File: config.mk
export PLATFORM = sky130hd
export DESIGN_NAME = pubs_boot
export DESIGN_NICKNAME = d
export VERILOG_FILES = /design/src/pubs_pkg.sv /design/src/pubs_boot.sv /design/src/pubs_fifo.sv
export VERILOG_INCLUDE_DIRS = /design/src /design/src/src
export SDC_FILE = /design/constraint.sdc
export NUM_CORES = 1
export LEC_CHECK = 0
export BUFFER_PORTS_ARGS = -buffer_cell sky130_fd_sc_hd__buf_2
export CAP_MARGIN = 20
export CORE_ASPECT_RATIO = 0.75
export CORE_MARGIN = 3
export CORE_UTILIZATION = 30
export CTS_CLUSTER_SIZE = 8
export DETAILED_ROUTE_END_ITERATION = 8
export PLACE_DENSITY_LB_ADDON = 0.12
export SYNTH_ARGS = -nofsm -noshare
export SYNTH_HDL_FRONTEND = slang
export SYNTH_SLANG_ARGS = --single-unit
File: constraint.sdc
create_clock -name clk -period 6.33 [get_ports clk]
set_input_delay 0.633 -clock clk [delete_from_list [all_inputs] [get_ports clk]]
set_output_delay 0.633 -clock clk [all_outputs]
set_load 0.005 [all_outputs]
File: src/pubs_defs.svh
`ifndef PUBS_DEFS_SVH
`define PUBS_DEFS_SVH

// ----------------------------------------------------------------------
// Boot selection codes
// ----------------------------------------------------------------------
`define PUBS_SEL_SPI_SLAVE 3'h0
`define PUBS_SEL_SPI_MASTER 3'h1
`define PUBS_SEL_PROM 3'h2
`define PUBS_SEL_NONE 3'h3
`define PUBS_SEL_LINK0 3'h4

// ----------------------------------------------------------------------
// Kernel transfer counts
// ----------------------------------------------------------------------
`define PUBS_KERN_CNT32 9'h180
`define PUBS_KERN_CNT48 9'h100

// ----------------------------------------------------------------------
// Memory map per variant
// ----------------------------------------------------------------------
`define PUBS_BASE_V0 20'h80000
`define PUBS_BASE_V1 20'h90000
`define PUBS_BASE_V2 20'h8c000
`define PUBS_VEC_OFF 20'h00004
`define PUBS_ROM_VEC 20'h00000

// ----------------------------------------------------------------------
// SPI master read command and address lengths in bytes
// ----------------------------------------------------------------------
`define PUBS_SPI_RD_CMD 32'h03000000
`define PUBS_SPI_ALEN_NONE 2'h0
`define PUBS_SPI_ALEN_16 2'h2
`define PUBS_SPI_ALEN_24 2'h3

// ----------------------------------------------------------------------
// Application block header fields
// ----------------------------------------------------------------------
`define PUBS_HDR_CNT_LSB 0
`define PUBS_HDR_CNT_MSB 15
`define PUBS_HDR_ID_LSB 16
`define PUBS_HDR_ID_MSB 18

`endif

File: src/pubs_pkg.sv
package pubs_pkg;

   // ----------------------------------------------------------------------
   // Boot modes and sequencer states
   // ----------------------------------------------------------------------
   typedef enum logic [2:0] {
      PUBS_M_SPI_SLAVE,
      PUBS_M_SPI_MASTER,
      PUBS_M_PROM,
      PUBS_M_NONE,
      PUBS_M_LINK
   } pubs_mode_t;

   typedef enum logic [2:0] {
      PUBS_S_SAMPLE,
      PUBS_S_KERNEL,
      PUBS_S_APP_HDR,
      PUBS_S_APP_DATA,
      PUBS_S_START,
      PUBS_S_RUN
   } pubs_state_t;

   typedef enum logic [1:0] {
      PUBS_K_NOADDR,
      PUBS_K_ADDR16,
      PUBS_K_ADDR24
   } pubs_spi_kind_t;

endpackage : pubs_pkg

File: src/pubs_boot.sv
`timescale 1ns/100ps
`include "pubs_defs.svh"

module pubs_boot
   import pubs_pkg::*;
#(
   parameter int WIDE_SEL = 1,
   parameter int VARIANT = 2,
   parameter int FIFO_DEPTH = 16
) (
   // Clock and reset
   input wire logic clk,
   input wire logic nrst,
   // Boot straps
   input wire logic [1:0] boot_select_pins,
   input wire logic [2:0] boot_select_pins_wide,
   input wire logic [1:0] spi_slave_kind,
   input wire logic mp_boot_en,
   input wire logic [2:0] proc_id,
   // Boot stream from the selected source
   input wire logic stream_valid,
   output logic stream_ready,
   input wire logic [47:0] stream_data,
   // Internal memory write port
   output logic mem_wr_en,
   output logic [19:0] mem_wr_addr,
   output logic [47:0] mem_wr_data,
   // Boot status and core control
   output logic [2:0] boot_mode,
   output logic [8:0] dma_count,
   output logic dma_wide,
   output logic [1:0] spi_addr_len,
   output logic [31:0] spi_cmd_word,
   output logic vector_table_internal,
   output logic rom_fetch,
   output logic peripheral_routing_en,
   output logic core_start,
   output logic [19:0] core_pc,
   output logic boot_done
);

   // ----------------------------------------------------------------------
   // Variant constants
   // ----------------------------------------------------------------------
   localparam logic [19:0] BASE = (VARIANT == 0) ? `PUBS_BASE_V0 :
                                  (VARIANT == 1) ? `PUBS_BASE_V1 : `PUBS_BASE_V2;

   // ----------------------------------------------------------------------
   // Stream buffer
   // ----------------------------------------------------------------------
   logic f_valid;
   logic f_ready;
   logic [47:0] f_data;

   pubs_fifo #(
      .WIDTH(48),
      .DEPTH(FIFO_DEPTH)
   ) u_fifo (
      .clk(clk),
      .nrst(nrst),
      .in_valid(stream_valid),
      .in_ready(stream_ready),
      .in_data(stream_data),
      .out_valid(f_valid),
      .out_ready(f_ready),
      .out_data(f_data)
   );

   // ----------------------------------------------------------------------
   // State
   // ----------------------------------------------------------------------
   pubs_state_t state_r, state_nxt;
   pubs_mode_t mode_r, mode_nxt;
   logic [8:0] dcnt_r, dcnt_nxt;
   logic wide_r, wide_nxt;
   logic [1:0] phase_r, phase_nxt;
   logic [15:0] hold_r, hold_nxt;
   logic [31:0] low_r, low_nxt;
   logic [15:0] acnt_r, acnt_nxt;
   logic skip_r, skip_nxt;
   logic drop_r, drop_nxt;
   logic mp_r, mp_nxt;
   logic [2:0] id_r, id_nxt;
   logic [19:0] addr_r, addr_nxt;
   logic we_r, we_nxt;
   logic [19:0] waddr_r, waddr_nxt;
   logic [47:0] wdata_r, wdata_nxt;
   logic [1:0] alen_r, alen_nxt;
   logic [31:0] cmd_r, cmd_nxt;
   logic vti_r, vti_nxt;
   logic rom_r, rom_nxt;
   logic pre_r, pre_nxt;
   logic start_r, start_nxt;
   logic [19:0] pc_r, pc_nxt;
   logic done_r, done_nxt;

   logic [2:0] sel;
   logic consume;
   logic emit;
   logic [47:0] word48;
   logic [31:0] w32;
   logic [15:0] hdr_cnt;
   logic [2:0] hdr_id;

   // ----------------------------------------------------------------------
   // Next-state logic
   // ----------------------------------------------------------------------
   always_comb begin
      state_nxt = state_r;
      mode_nxt = mode_r;
      dcnt_nxt = dcnt_r;
      wide_nxt = wide_r;
      phase_nxt = phase_r;
      hold_nxt = hold_r;
      low_nxt = low_r;
      acnt_nxt = acnt_r;
      skip_nxt = skip_r;
      drop_nxt = drop_r;
      mp_nxt = mp_r;
      id_nxt = id_r;
      addr_nxt = addr_r;
      we_nxt = 1'b0;
      waddr_nxt = waddr_r;
      wdata_nxt = wdata_r;
      alen_nxt = alen_r;
      cmd_nxt = cmd_r;
      vti_nxt = vti_r;
      rom_nxt = rom_r;
      pre_nxt = pre_r;
      start_nxt = 1'b0;
      pc_nxt = pc_r;
      done_nxt = done_r;
      sel = (WIDE_SEL != 0) ? boot_select_pins_wide : {1'b0, boot_select_pins};
      f_ready = (state_r == PUBS_S_KERNEL) | (state_r == PUBS_S_APP_HDR) |
                (state_r == PUBS_S_APP_DATA);
      consume = f_valid & f_ready;
      w32 = f_data[31:0];
      hdr_cnt = w32[`PUBS_HDR_CNT_MSB:`PUBS_HDR_CNT_LSB];
      hdr_id = w32[`PUBS_HDR_ID_MSB:`PUBS_HDR_ID_LSB];
      emit = 1'b0;
      word48 = f_data;

      // Three 32-bit words pack into two 48-bit words, least significant first.
      if (consume & ~drop_r & (state_r != PUBS_S_APP_HDR)) begin
         if (wide_r) begin
            emit = 1'b1;
         end else begin
            unique case (phase_r)
               2'h0: begin
                  low_nxt = w32;
                  phase_nxt = 2'h1;
               end
               2'h1: begin
                  emit = 1'b1;
                  word48 = {w32[15:0], low_r};
                  hold_nxt = w32[31:16];
                  phase_nxt = 2'h2;
               end
               default: begin
                  emit = 1'b1;
                  word48 = {w32, hold_r};
                  phase_nxt = 2'h0;
               end
            endcase
         end
      end

      // Kernel words land in block 0 from the base upward.
      // Writes come first so the rewind to the base at kernel end wins over the increment.
      if (emit & ~((state_r == PUBS_S_APP_DATA) & skip_r)) begin
         we_nxt = 1'b1;
         waddr_nxt = addr_r;
         wdata_nxt = word48;
         addr_nxt = 20'(addr_r + 1'b1);
      end

      unique case (state_r)
         PUBS_S_SAMPLE: begin
            // Straps are taken only here, so pin changes after this are ignored.
            mp_nxt = mp_boot_en;
            id_nxt = proc_id;
            addr_nxt = BASE;
            phase_nxt = 2'h0;
            unique case (sel)
               `PUBS_SEL_SPI_SLAVE: mode_nxt = PUBS_M_SPI_SLAVE;
               `PUBS_SEL_SPI_MASTER: mode_nxt = PUBS_M_SPI_MASTER;
               `PUBS_SEL_PROM: mode_nxt = PUBS_M_PROM;
               `PUBS_SEL_LINK0: mode_nxt = PUBS_M_LINK;
               default: mode_nxt = PUBS_M_NONE;
            endcase
            if (mode_nxt == PUBS_M_NONE) begin
               // Straight to ROM; no kernel and the vector table stays in ROM.
               rom_nxt = 1'b1;
               vti_nxt = 1'b0;
               pc_nxt = `PUBS_ROM_VEC;
               start_nxt = 1'b1;
               done_nxt = 1'b1;
               state_nxt = PUBS_S_RUN;
            end else begin
               vti_nxt = 1'b1;
               wide_nxt = (mode_nxt == PUBS_M_LINK);
               dcnt_nxt = wide_nxt ? `PUBS_KERN_CNT48 : `PUBS_KERN_CNT32;
               state_nxt = PUBS_S_KERNEL;
            end
            if (mode_nxt == PUBS_M_SPI_MASTER) begin
               // The word shifted in while the read command goes out is junk.
               drop_nxt = 1'b1;
               cmd_nxt = `PUBS_SPI_RD_CMD;
               unique case (spi_slave_kind)
                  PUBS_K_ADDR16: alen_nxt = `PUBS_SPI_ALEN_16;
                  PUBS_K_ADDR24: alen_nxt = `PUBS_SPI_ALEN_24;
                  default: alen_nxt = `PUBS_SPI_ALEN_NONE;
               endcase
            end
         end
         PUBS_S_KERNEL: begin
            if (consume) begin
               if (drop_r) begin
                  drop_nxt = 1'b0;
               end else begin
                  dcnt_nxt = 9'(dcnt_r - 1'b1);
                  if (dcnt_r == 9'h001) begin
                     // Application restarts at the base and overwrites the kernel.
                     addr_nxt = BASE;
                     state_nxt = PUBS_S_APP_HDR;
                  end
               end
            end
         end
         PUBS_S_APP_HDR: begin
            if (consume) begin
               phase_nxt = 2'h0;
               if (hdr_cnt == 16'h0000) begin
                  state_nxt = PUBS_S_START;
               end else begin
                  acnt_nxt = hdr_cnt;
                  // In multiprocessor PROM boot, other processors' images are read through but not stored.
                  skip_nxt = mp_r & (mode_r == PUBS_M_PROM) & (hdr_id != id_r);
                  state_nxt = PUBS_S_APP_DATA;
               end
            end
         end
         PUBS_S_APP_DATA: begin
            if (emit) begin
               acnt_nxt = 16'(acnt_r - 1'b1);
               if (acnt_r == 16'h0001) begin
                  state_nxt = PUBS_S_APP_HDR;
               end
            end
         end
         PUBS_S_START: begin
            pc_nxt = 20'(BASE + `PUBS_VEC_OFF);
            start_nxt = 1'b1;
            done_nxt = 1'b1;
            state_nxt = PUBS_S_RUN;
         end
         PUBS_S_RUN: begin
            state_nxt = PUBS_S_RUN;
         end
         default: begin
            state_nxt = PUBS_S_SAMPLE;
         end
      endcase

   end

   // ----------------------------------------------------------------------
   // Registers
   // ----------------------------------------------------------------------
   always_ff @(posedge clk) begin
      if (!nrst) begin
         state_r <= PUBS_S_SAMPLE;
         mode_r <= PUBS_M_NONE;
         dcnt_r <= '0;
         wide_r <= 1'b0;
         phase_r <= 2'h0;
         hold_r <= '0;
         low_r <= '0;
         acnt_r <= '0;
         skip_r <= 1'b0;
         drop_r <= 1'b0;
         mp_r <= 1'b0;
         id_r <= '0;
         addr_r <= '0;
         we_r <= 1'b0;
         waddr_r <= '0;
         wdata_r <= '0;
         alen_r <= `PUBS_SPI_ALEN_NONE;
         cmd_r <= '0;
         vti_r <= 1'b0;
         rom_r <= 1'b0;
         pre_r <= 1'b1;
         start_r <= 1'b0;
         pc_r <= '0;
         done_r <= 1'b0;
      end else begin
         state_r <= state_nxt;
         mode_r <= mode_nxt;
         dcnt_r <= dcnt_nxt;
         wide_r <= wide_nxt;
         phase_r <= phase_nxt;
         hold_r <= hold_nxt;
         low_r <= low_nxt;
         acnt_r <= acnt_nxt;
         skip_r <= skip_nxt;
         drop_r <= drop_nxt;
         mp_r <= mp_nxt;
         id_r <= id_nxt;
         addr_r <= addr_nxt;
         we_r <= we_nxt;
         waddr_r <= waddr_nxt;
         wdata_r <= wdata_nxt;
         alen_r <= alen_nxt;
         cmd_r <= cmd_nxt;
         vti_r <= vti_nxt;
         rom_r <= rom_nxt;
         pre_r <= pre_nxt;
         start_r <= start_nxt;
         pc_r <= pc_nxt;
         done_r <= done_nxt;
      end
   end

   // ----------------------------------------------------------------------
   // Outputs
   // ----------------------------------------------------------------------
   assign mem_wr_en = we_r;
   assign mem_wr_addr = waddr_r;
   assign mem_wr_data = wdata_r;
   assign boot_mode = mode_r;
   assign dma_count = dcnt_r;
   assign dma_wide = wide_r;
   assign spi_addr_len = alen_r;
   assign spi_cmd_word = cmd_r;
   assign vector_table_internal = vti_r;
   assign rom_fetch = rom_r;
   assign peripheral_routing_en = pre_r;
   assign core_start = start_r;
   assign core_pc = pc_r;
   assign boot_done = done_r;

endmodule : pubs_boot

File: src/pubs_fifo.sv
`timescale 1ns/100ps

module pubs_fifo #(
   parameter int WIDTH = 48,
   parameter int DEPTH = 16
) (
   // Clock and reset
   input wire logic clk,
   input wire logic nrst,
   // Fill side
   input wire logic in_valid,
   output logic in_ready,
   input wire logic [WIDTH-1:0] in_data,
   // Drain side
   output logic out_valid,
   input wire logic out_ready,
   output logic [WIDTH-1:0] out_data
);

   localparam int AW = $clog2(DEPTH);

   logic [WIDTH-1:0] mem_r [DEPTH];
   logic [AW-1:0] wp_r, wp_nxt, rp_r, rp_nxt;
   logic [AW:0] cnt_r, cnt_nxt;
   logic rdy_r, rdy_nxt;
   logic push, pop;

   // ----------------------------------------------------------------------
   // Pointers and level
   // ----------------------------------------------------------------------
   // Ready is kept in its own flop so the source sees a clean register, not a gate.
   always_comb begin
      push = in_valid & rdy_r;
      pop = out_valid & out_ready;
      wp_nxt = push ? AW'(wp_r + 1'b1) : wp_r;
      rp_nxt = pop ? AW'(rp_r + 1'b1) : rp_r;
      cnt_nxt = cnt_r;
      if (push & ~pop) begin
         cnt_nxt = (AW+1)'(cnt_r + 1'b1);
      end else if (pop & ~push) begin
         cnt_nxt = (AW+1)'(cnt_r - 1'b1);
      end
      rdy_nxt = (cnt_nxt != (AW+1)'(DEPTH));
   end

   always_ff @(posedge clk) begin
      if (!nrst) begin
         wp_r <= '0;
         rp_r <= '0;
         cnt_r <= '0;
         rdy_r <= 1'b1;
      end else begin
         wp_r <= wp_nxt;
         rp_r <= rp_nxt;
         cnt_r <= cnt_nxt;
         rdy_r <= rdy_nxt;
      end
   end

   always_ff @(posedge clk) begin
      if (push) begin
         mem_r[wp_r] <= in_data;
      end
   end

   assign in_ready = rdy_r;
   assign out_valid = (cnt_r != '0);
   assign out_data = mem_r[rp_r];

endmodule : pubs_fifo

* After elaboration in Yosys (flattened, before gate mapping) *
Memories as Yosys holds them, arrays and structs flattened. A register that Yosys moved wholly into a read port is not among the register bits.
Cells that the tools add are included.

word-level totals
  input bits = 62
  output and inout bits = 142
  memories = 1
  memory bits (writable) = 768
  bits in registers = 218

memories
  memory        words  bits a word  read ports  clocked after Yosys merged registers in  wr ports  RTL line         text
  u_fifo.mem_r  16     48           1           1                                        1         pubs_fifo.sv:22  logic [WIDTH-1:0] mem_r [DEPTH];

cells by class
  muxes and demuxes = 54
  bitwise logic cells = 19
  reductions and logical operators = 20
  equality and inequality tests = 30
  add/subtract/negate cells = 7

operators with widths
  kind                     count
  $mux W20                 5
  $mux W48                 2
  $pmux W48 S2             1
  $pmux W20 S2             2
  $mux W16                 3
  $pmux W16 S2             1
  $mux W3                  9
  $mux W9                  3
  $add A20 B1 Y20 const B  1
  $pmux W9 S2              1
  $eq A16 B1 Y1 const B    1
  $logic_not A16 Y1        1
  $ne A2 B2 Y1 const B     8
  $sub A16 B1 Y16 const B  1
  $eq A3 B2 Y1 const B     5
  $pmux W3 S5              1
  $eq A3 B3 Y1 const B     4
  $pmux W2 S2              3
  $pmux W3 S4              1
  $reduce_and A3 Y1        4
  $mux W1                  11
  $and A1 B1 Y1            10
  $mux W5                  2
  $eq A3 B1 Y1 const B     3
  other kinds (25)         47

* Depth between registers and ports, before layout *
  word-level depth = 13
  mapped depth = 12
  mapped depth without buffers = 9

* Cells and area by module *
A second synthesis with hierarchy kept.

unflattened totals
  cell total of the unflattened synthesis = 2334
  area, all modules = 38932.3 sq um

modules (own cells, without submodules)
  module     cells an instance  area each (sq um)  times used
  pubs_fifo  1172               29743.5            1
  pubs_boot  1162               9188.8             1

* Least setup slack after synthesis *
No wires, ideal clock.

  path type = input to register
  from = input port stream_valid
  to = memory u_fifo.mem_r[3][0], enable pin
  buffers on the path = 1
  path slack = 1.338 ns
  cell stages on the path = 4
  data arrival time = 4.479 ns
  cell sequence = and2_1 clkbuf_1 nand2_1 nor3_1

on the way
  cells in the longest elaborated chain, start to end = 3

RTL lines
  item                           RTL line         text
  start, declared                pubs_boot.sv:21  input wire logic stream_valid,
  $and A1 B1 Y1                  pubs_fifo.sv:33  push = in_valid & rdy_r;
  $mux W1                        pubs_fifo.sv:61  if (push) begin
  $mux W1 (implied by the code)  pubs_fifo.sv:62  mem_r[wp_r] <= in_data;
  end, declared                  pubs_fifo.sv:22

No other way between the ends.

==> reports/results.tsv <==
metric	value	unit
synth_edf_count	768	
cts_buffer_depth	3	
p_leak	0.0144	uW
stdcell_count	4270	
routabilityCongestion	0.759	
grt_pass1_vias	22000	
post_cts_buffers	0	
dp.final_hpwl	64.7	mm
rsz0062_at_grt	no	
period_needed	4.34	ns
antenna_found_initial	18	
hold_slack	0.164	ns
tightest_slew	1.07	ns
endpoint_kind	flip-flop	
hold_depth	3	
seqPwrFrac	43.3	%
path_cells	buf_4, mux4_2, a22oi_1, nand2_1, nor4_2, and4_1, a21oi_1, a211oi_1	
cts.clk_slew.worst_paths	0.05	ns
cts_root_buffer	clkbuf_16	
slowest_delay	0.99	ns
pwr_density_cell	386	nW/um2
synth-seq-cells	971	
clk-insertion-delay-late	0.73	ns
drt_first_pass_iters	8	
drv_cap	0	
cts_buffers	139	
synthCells	2345	
r2r_slack	1.99	ns
drive_above_1_share	24.2	%
min_path_type	input port to flip-flop	
avgRoutedWirePerCell	26.0	um
cts.repair.resized	0	
avgSynthCellArea	16.3	um2
drc	0	
path_max_fanout	44	
grt-ovfl-total	0	
synthArstFlopShare	0	%
min-delay-start	proc_id[1]	
hold_path_end	id_r[1]	
p_int	12500	uW
cp_slowest_cell	dfxtp_4	
crit_arrival	4.96	ns
status	finished clean	
drt-total-wl	111	mm
port_buffers	154	
grt_max_degree	105	
grtUsageTotal	16.8	%
area_growth	17.0	%
drt_iter0_markers	1985	
cts_hold_buf	0	
row_count	112	
die_h	315	um
crit_family	simple AND/OR/NAND/NOR gates	
p_sw	4770	uW
die-area	132000	um2
initial_core_util	30.5	%
period_share	68.6	%
yosys_warnings	0	
finalSetupViolCount	0	
maxSlewHeadroom	28.6	%
cts_tree	yes	
r2r-end	acnt_r[1]	
ys_seq_area_share	70.8	%
via_per_inst	5.10	
h-tree-depth	4	
dr_total_vias	21800	
startpoint_type	flip-flop	
finalClockSkew	0.0182	ns
critPathBufInv	1	
grt_pass1_wl	159	mm
syn_area	38300	um2
switching_share	27.6	%
synth_cell_types	60	
ys.flop_type	edfxtp_1	
die_w	419	um
max_freq	230	MHz
pwr-share-clk	39.3	%
combPwrFrac	17.4	%
max-vdd-ir-drop	0.261	mV
io_pins	204	
fillers	11800	
critPathRequiredTime	6.95	ns
design.core.area	126000	um2
fin_tns_setup	0	ns
post-place-cells	4064	
path_class	flip-flop to flip-flop	
slew_violations	0	
r2r_cells	8	
finalHoldViolCount	0	
clkSinkCount	971	
final_nets	2630	
ant_nets	0	
stage by stage:
stage	instance area (um2)	worst slack [ns]	utilization [%]	power, uW
floorplan	38500	1.34	-	9570
global placement	40900	1.98	32.6	10600
detailed placement	40900	1.96	32.6	10600
CTS	44800	1.95	35.7	17500
global route	44800	1.63	35.7	18100
finish	44800	1.99	35.7	17300
synthesized netlist by cell type, types with 4 or more instances:
cell type  number  share of area (%)
inv_1          17               0.17
a22oi_1        89                1.7
a21oi_1       168                2.2
o211ai_1        5              0.098
edfxtp_1      768                 60
o21ai_1        14               0.18
nor4_1          8               0.13
a211oi_1        5              0.098
nor2_1        145                1.4
nand2_1       237                2.3
buf_1          12               0.12
clkbuf_1       83               0.81
and2_1          7               0.11
or3_1           6              0.098
xor2_1         16               0.37
buf_6           8               0.24
nand2b_1        8               0.13
mux4_2        222                 13
xnor2_1        21               0.48
mux2i_1         8               0.21
a31oi_1         4              0.065
dfxtp_1       203                 11
a221oi_1       17               0.39
ha_1           14               0.46
o21ai_0        43               0.56
nand4_1         7               0.11
buf_4          55                1.1
o22ai_1        12               0.20
nand3_1        19               0.25
nor3_1         41               0.54
a22oi_2         4               0.13
buf_2          29               0.38
metal layers:
layer | track usage (%) | vias to the layer above | wire length [um]
li1 | - | 9493 | -
met1 | 23.6 | 11400 | 50900
met2 | 27.1 | 668 | 52900
met3 | 2.74 | 168 | 5390
met4 | 4.62 | 6 | 1970
met5 | 0 | - | 47
state kept, by name, summed over array words and instances, names as in the netlist, 9 cells and up, named ones only:
signal and count:
u_fifo.mem_r 768, mem_wr_data 48, low_r 32, addr_r 20
mem_wr_addr 20, acnt_r 16, hold_r 16, dma_count 9
power groups by stage:
stage | clock (uW) | combinational, uW | sequential [uW]
global route | 7270 | 3290 | 7520
finish | 6800 | 3010 | 7490
CTS | 7010 | 3030 | 7490
detailed placement | 0 | 3020 | 7610
global placement | 0 | 2990 | 7600
floorplan | 0 | 2090 | 7480
worst max path at each step:
stage / startpoint / end / slack (ns) / cells past startpoint
floorplan: stream_valid / u_fifo.mem_r[3][0] / 1.34 / 4
global placement: flip-flop / skip_r / 1.98 / 8
detailed placement: flip-flop / acnt_r[1] / 1.96 / 8
CTS: flip-flop / acnt_r[1] / 1.95 / 8
global route: flip-flop / acnt_r[1] / 1.63 / 8
finish: flip-flop / acnt_r[1] / 1.99 / 8
cells by family after synthesis:
logic type                 share of synthesized area [%]
adders and majority gates                          0.457
buffers and inverters                               2.82
other                                             0.0196
DFF                                                 70.8
and+or+nand+nor                                     5.58
xor gates and xnor gates                           0.846
AOI/OAI and AO/OA                                   6.13
muxes                                               13.3
cell type report:
| type | instances | area, um2 | share of cell area [%] |
|---|---|---|---|
| tap | 1653 | 2070 | 4.61 |
| clock buffer | 191 | 3820 | 8.52 |
| multi-input combinational | 1212 | 10400 | 23.2 |
| inverter | 20 | 77.6 | 0.173 |
| timing repair buffer | 210 | 1220 | 2.72 |
| clock inverter | 8 | 98.8 | 0.220 |
| antenna | 5 | 12.5 | 0.0279 |
| sequential | 971 | 27100 | 60.5 |
tightest hold or removal path, cell delays in order:
cell	delay, ns
buf_2	0.11
nand2_1	0.05
a21oi_1	0.05
placed cells by master (no fill, tap or decap), types with 6 or more instances in the layout:
| master | Yosys | final |
|---|---|---|
| a21oi_1 | 168 | 168 |
| a221oi_1 | 17 | 17 |
| a22oi_1 | 89 | 89 |
| buf_2 | 29 | 154 |
| buf_4 | 55 | 52 |
| clkbuf_1 | 83 | 45 |
| clkbuf_16 | 0 | 146 |
| conb_1 | 2 | 47 |
| dfxtp_1 | 203 | 199 |
| edfxtp_1 | 768 | 768 |
| ha_1 | 14 | 14 |
| inv_1 | 17 | 17 |
| inv_6 | 0 | 6 |
| mux2i_1 | 8 | 8 |
| mux4_2 | 222 | 222 |
| nand2_1 | 237 | 236 |
| nand2b_1 | 8 | 8 |
| nand3_1 | 19 | 19 |
| nand4_1 | 7 | 7 |
| nor2_1 | 145 | 133 |
| nor2_4 | 0 | 12 |
| nor3_1 | 41 | 35 |
| nor3_2 | 1 | 7 |
| nor4_1 | 8 | 8 |
| o21ai_0 | 43 | 43 |
| o21ai_1 | 14 | 14 |
| o22ai_1 | 12 | 12 |
| or3_1 | 6 | 6 |
| xnor2_1 | 21 | 21 |
| xor2_1 | 16 | 16 |
Note: power is estimated with default switching activity, not from simulation.
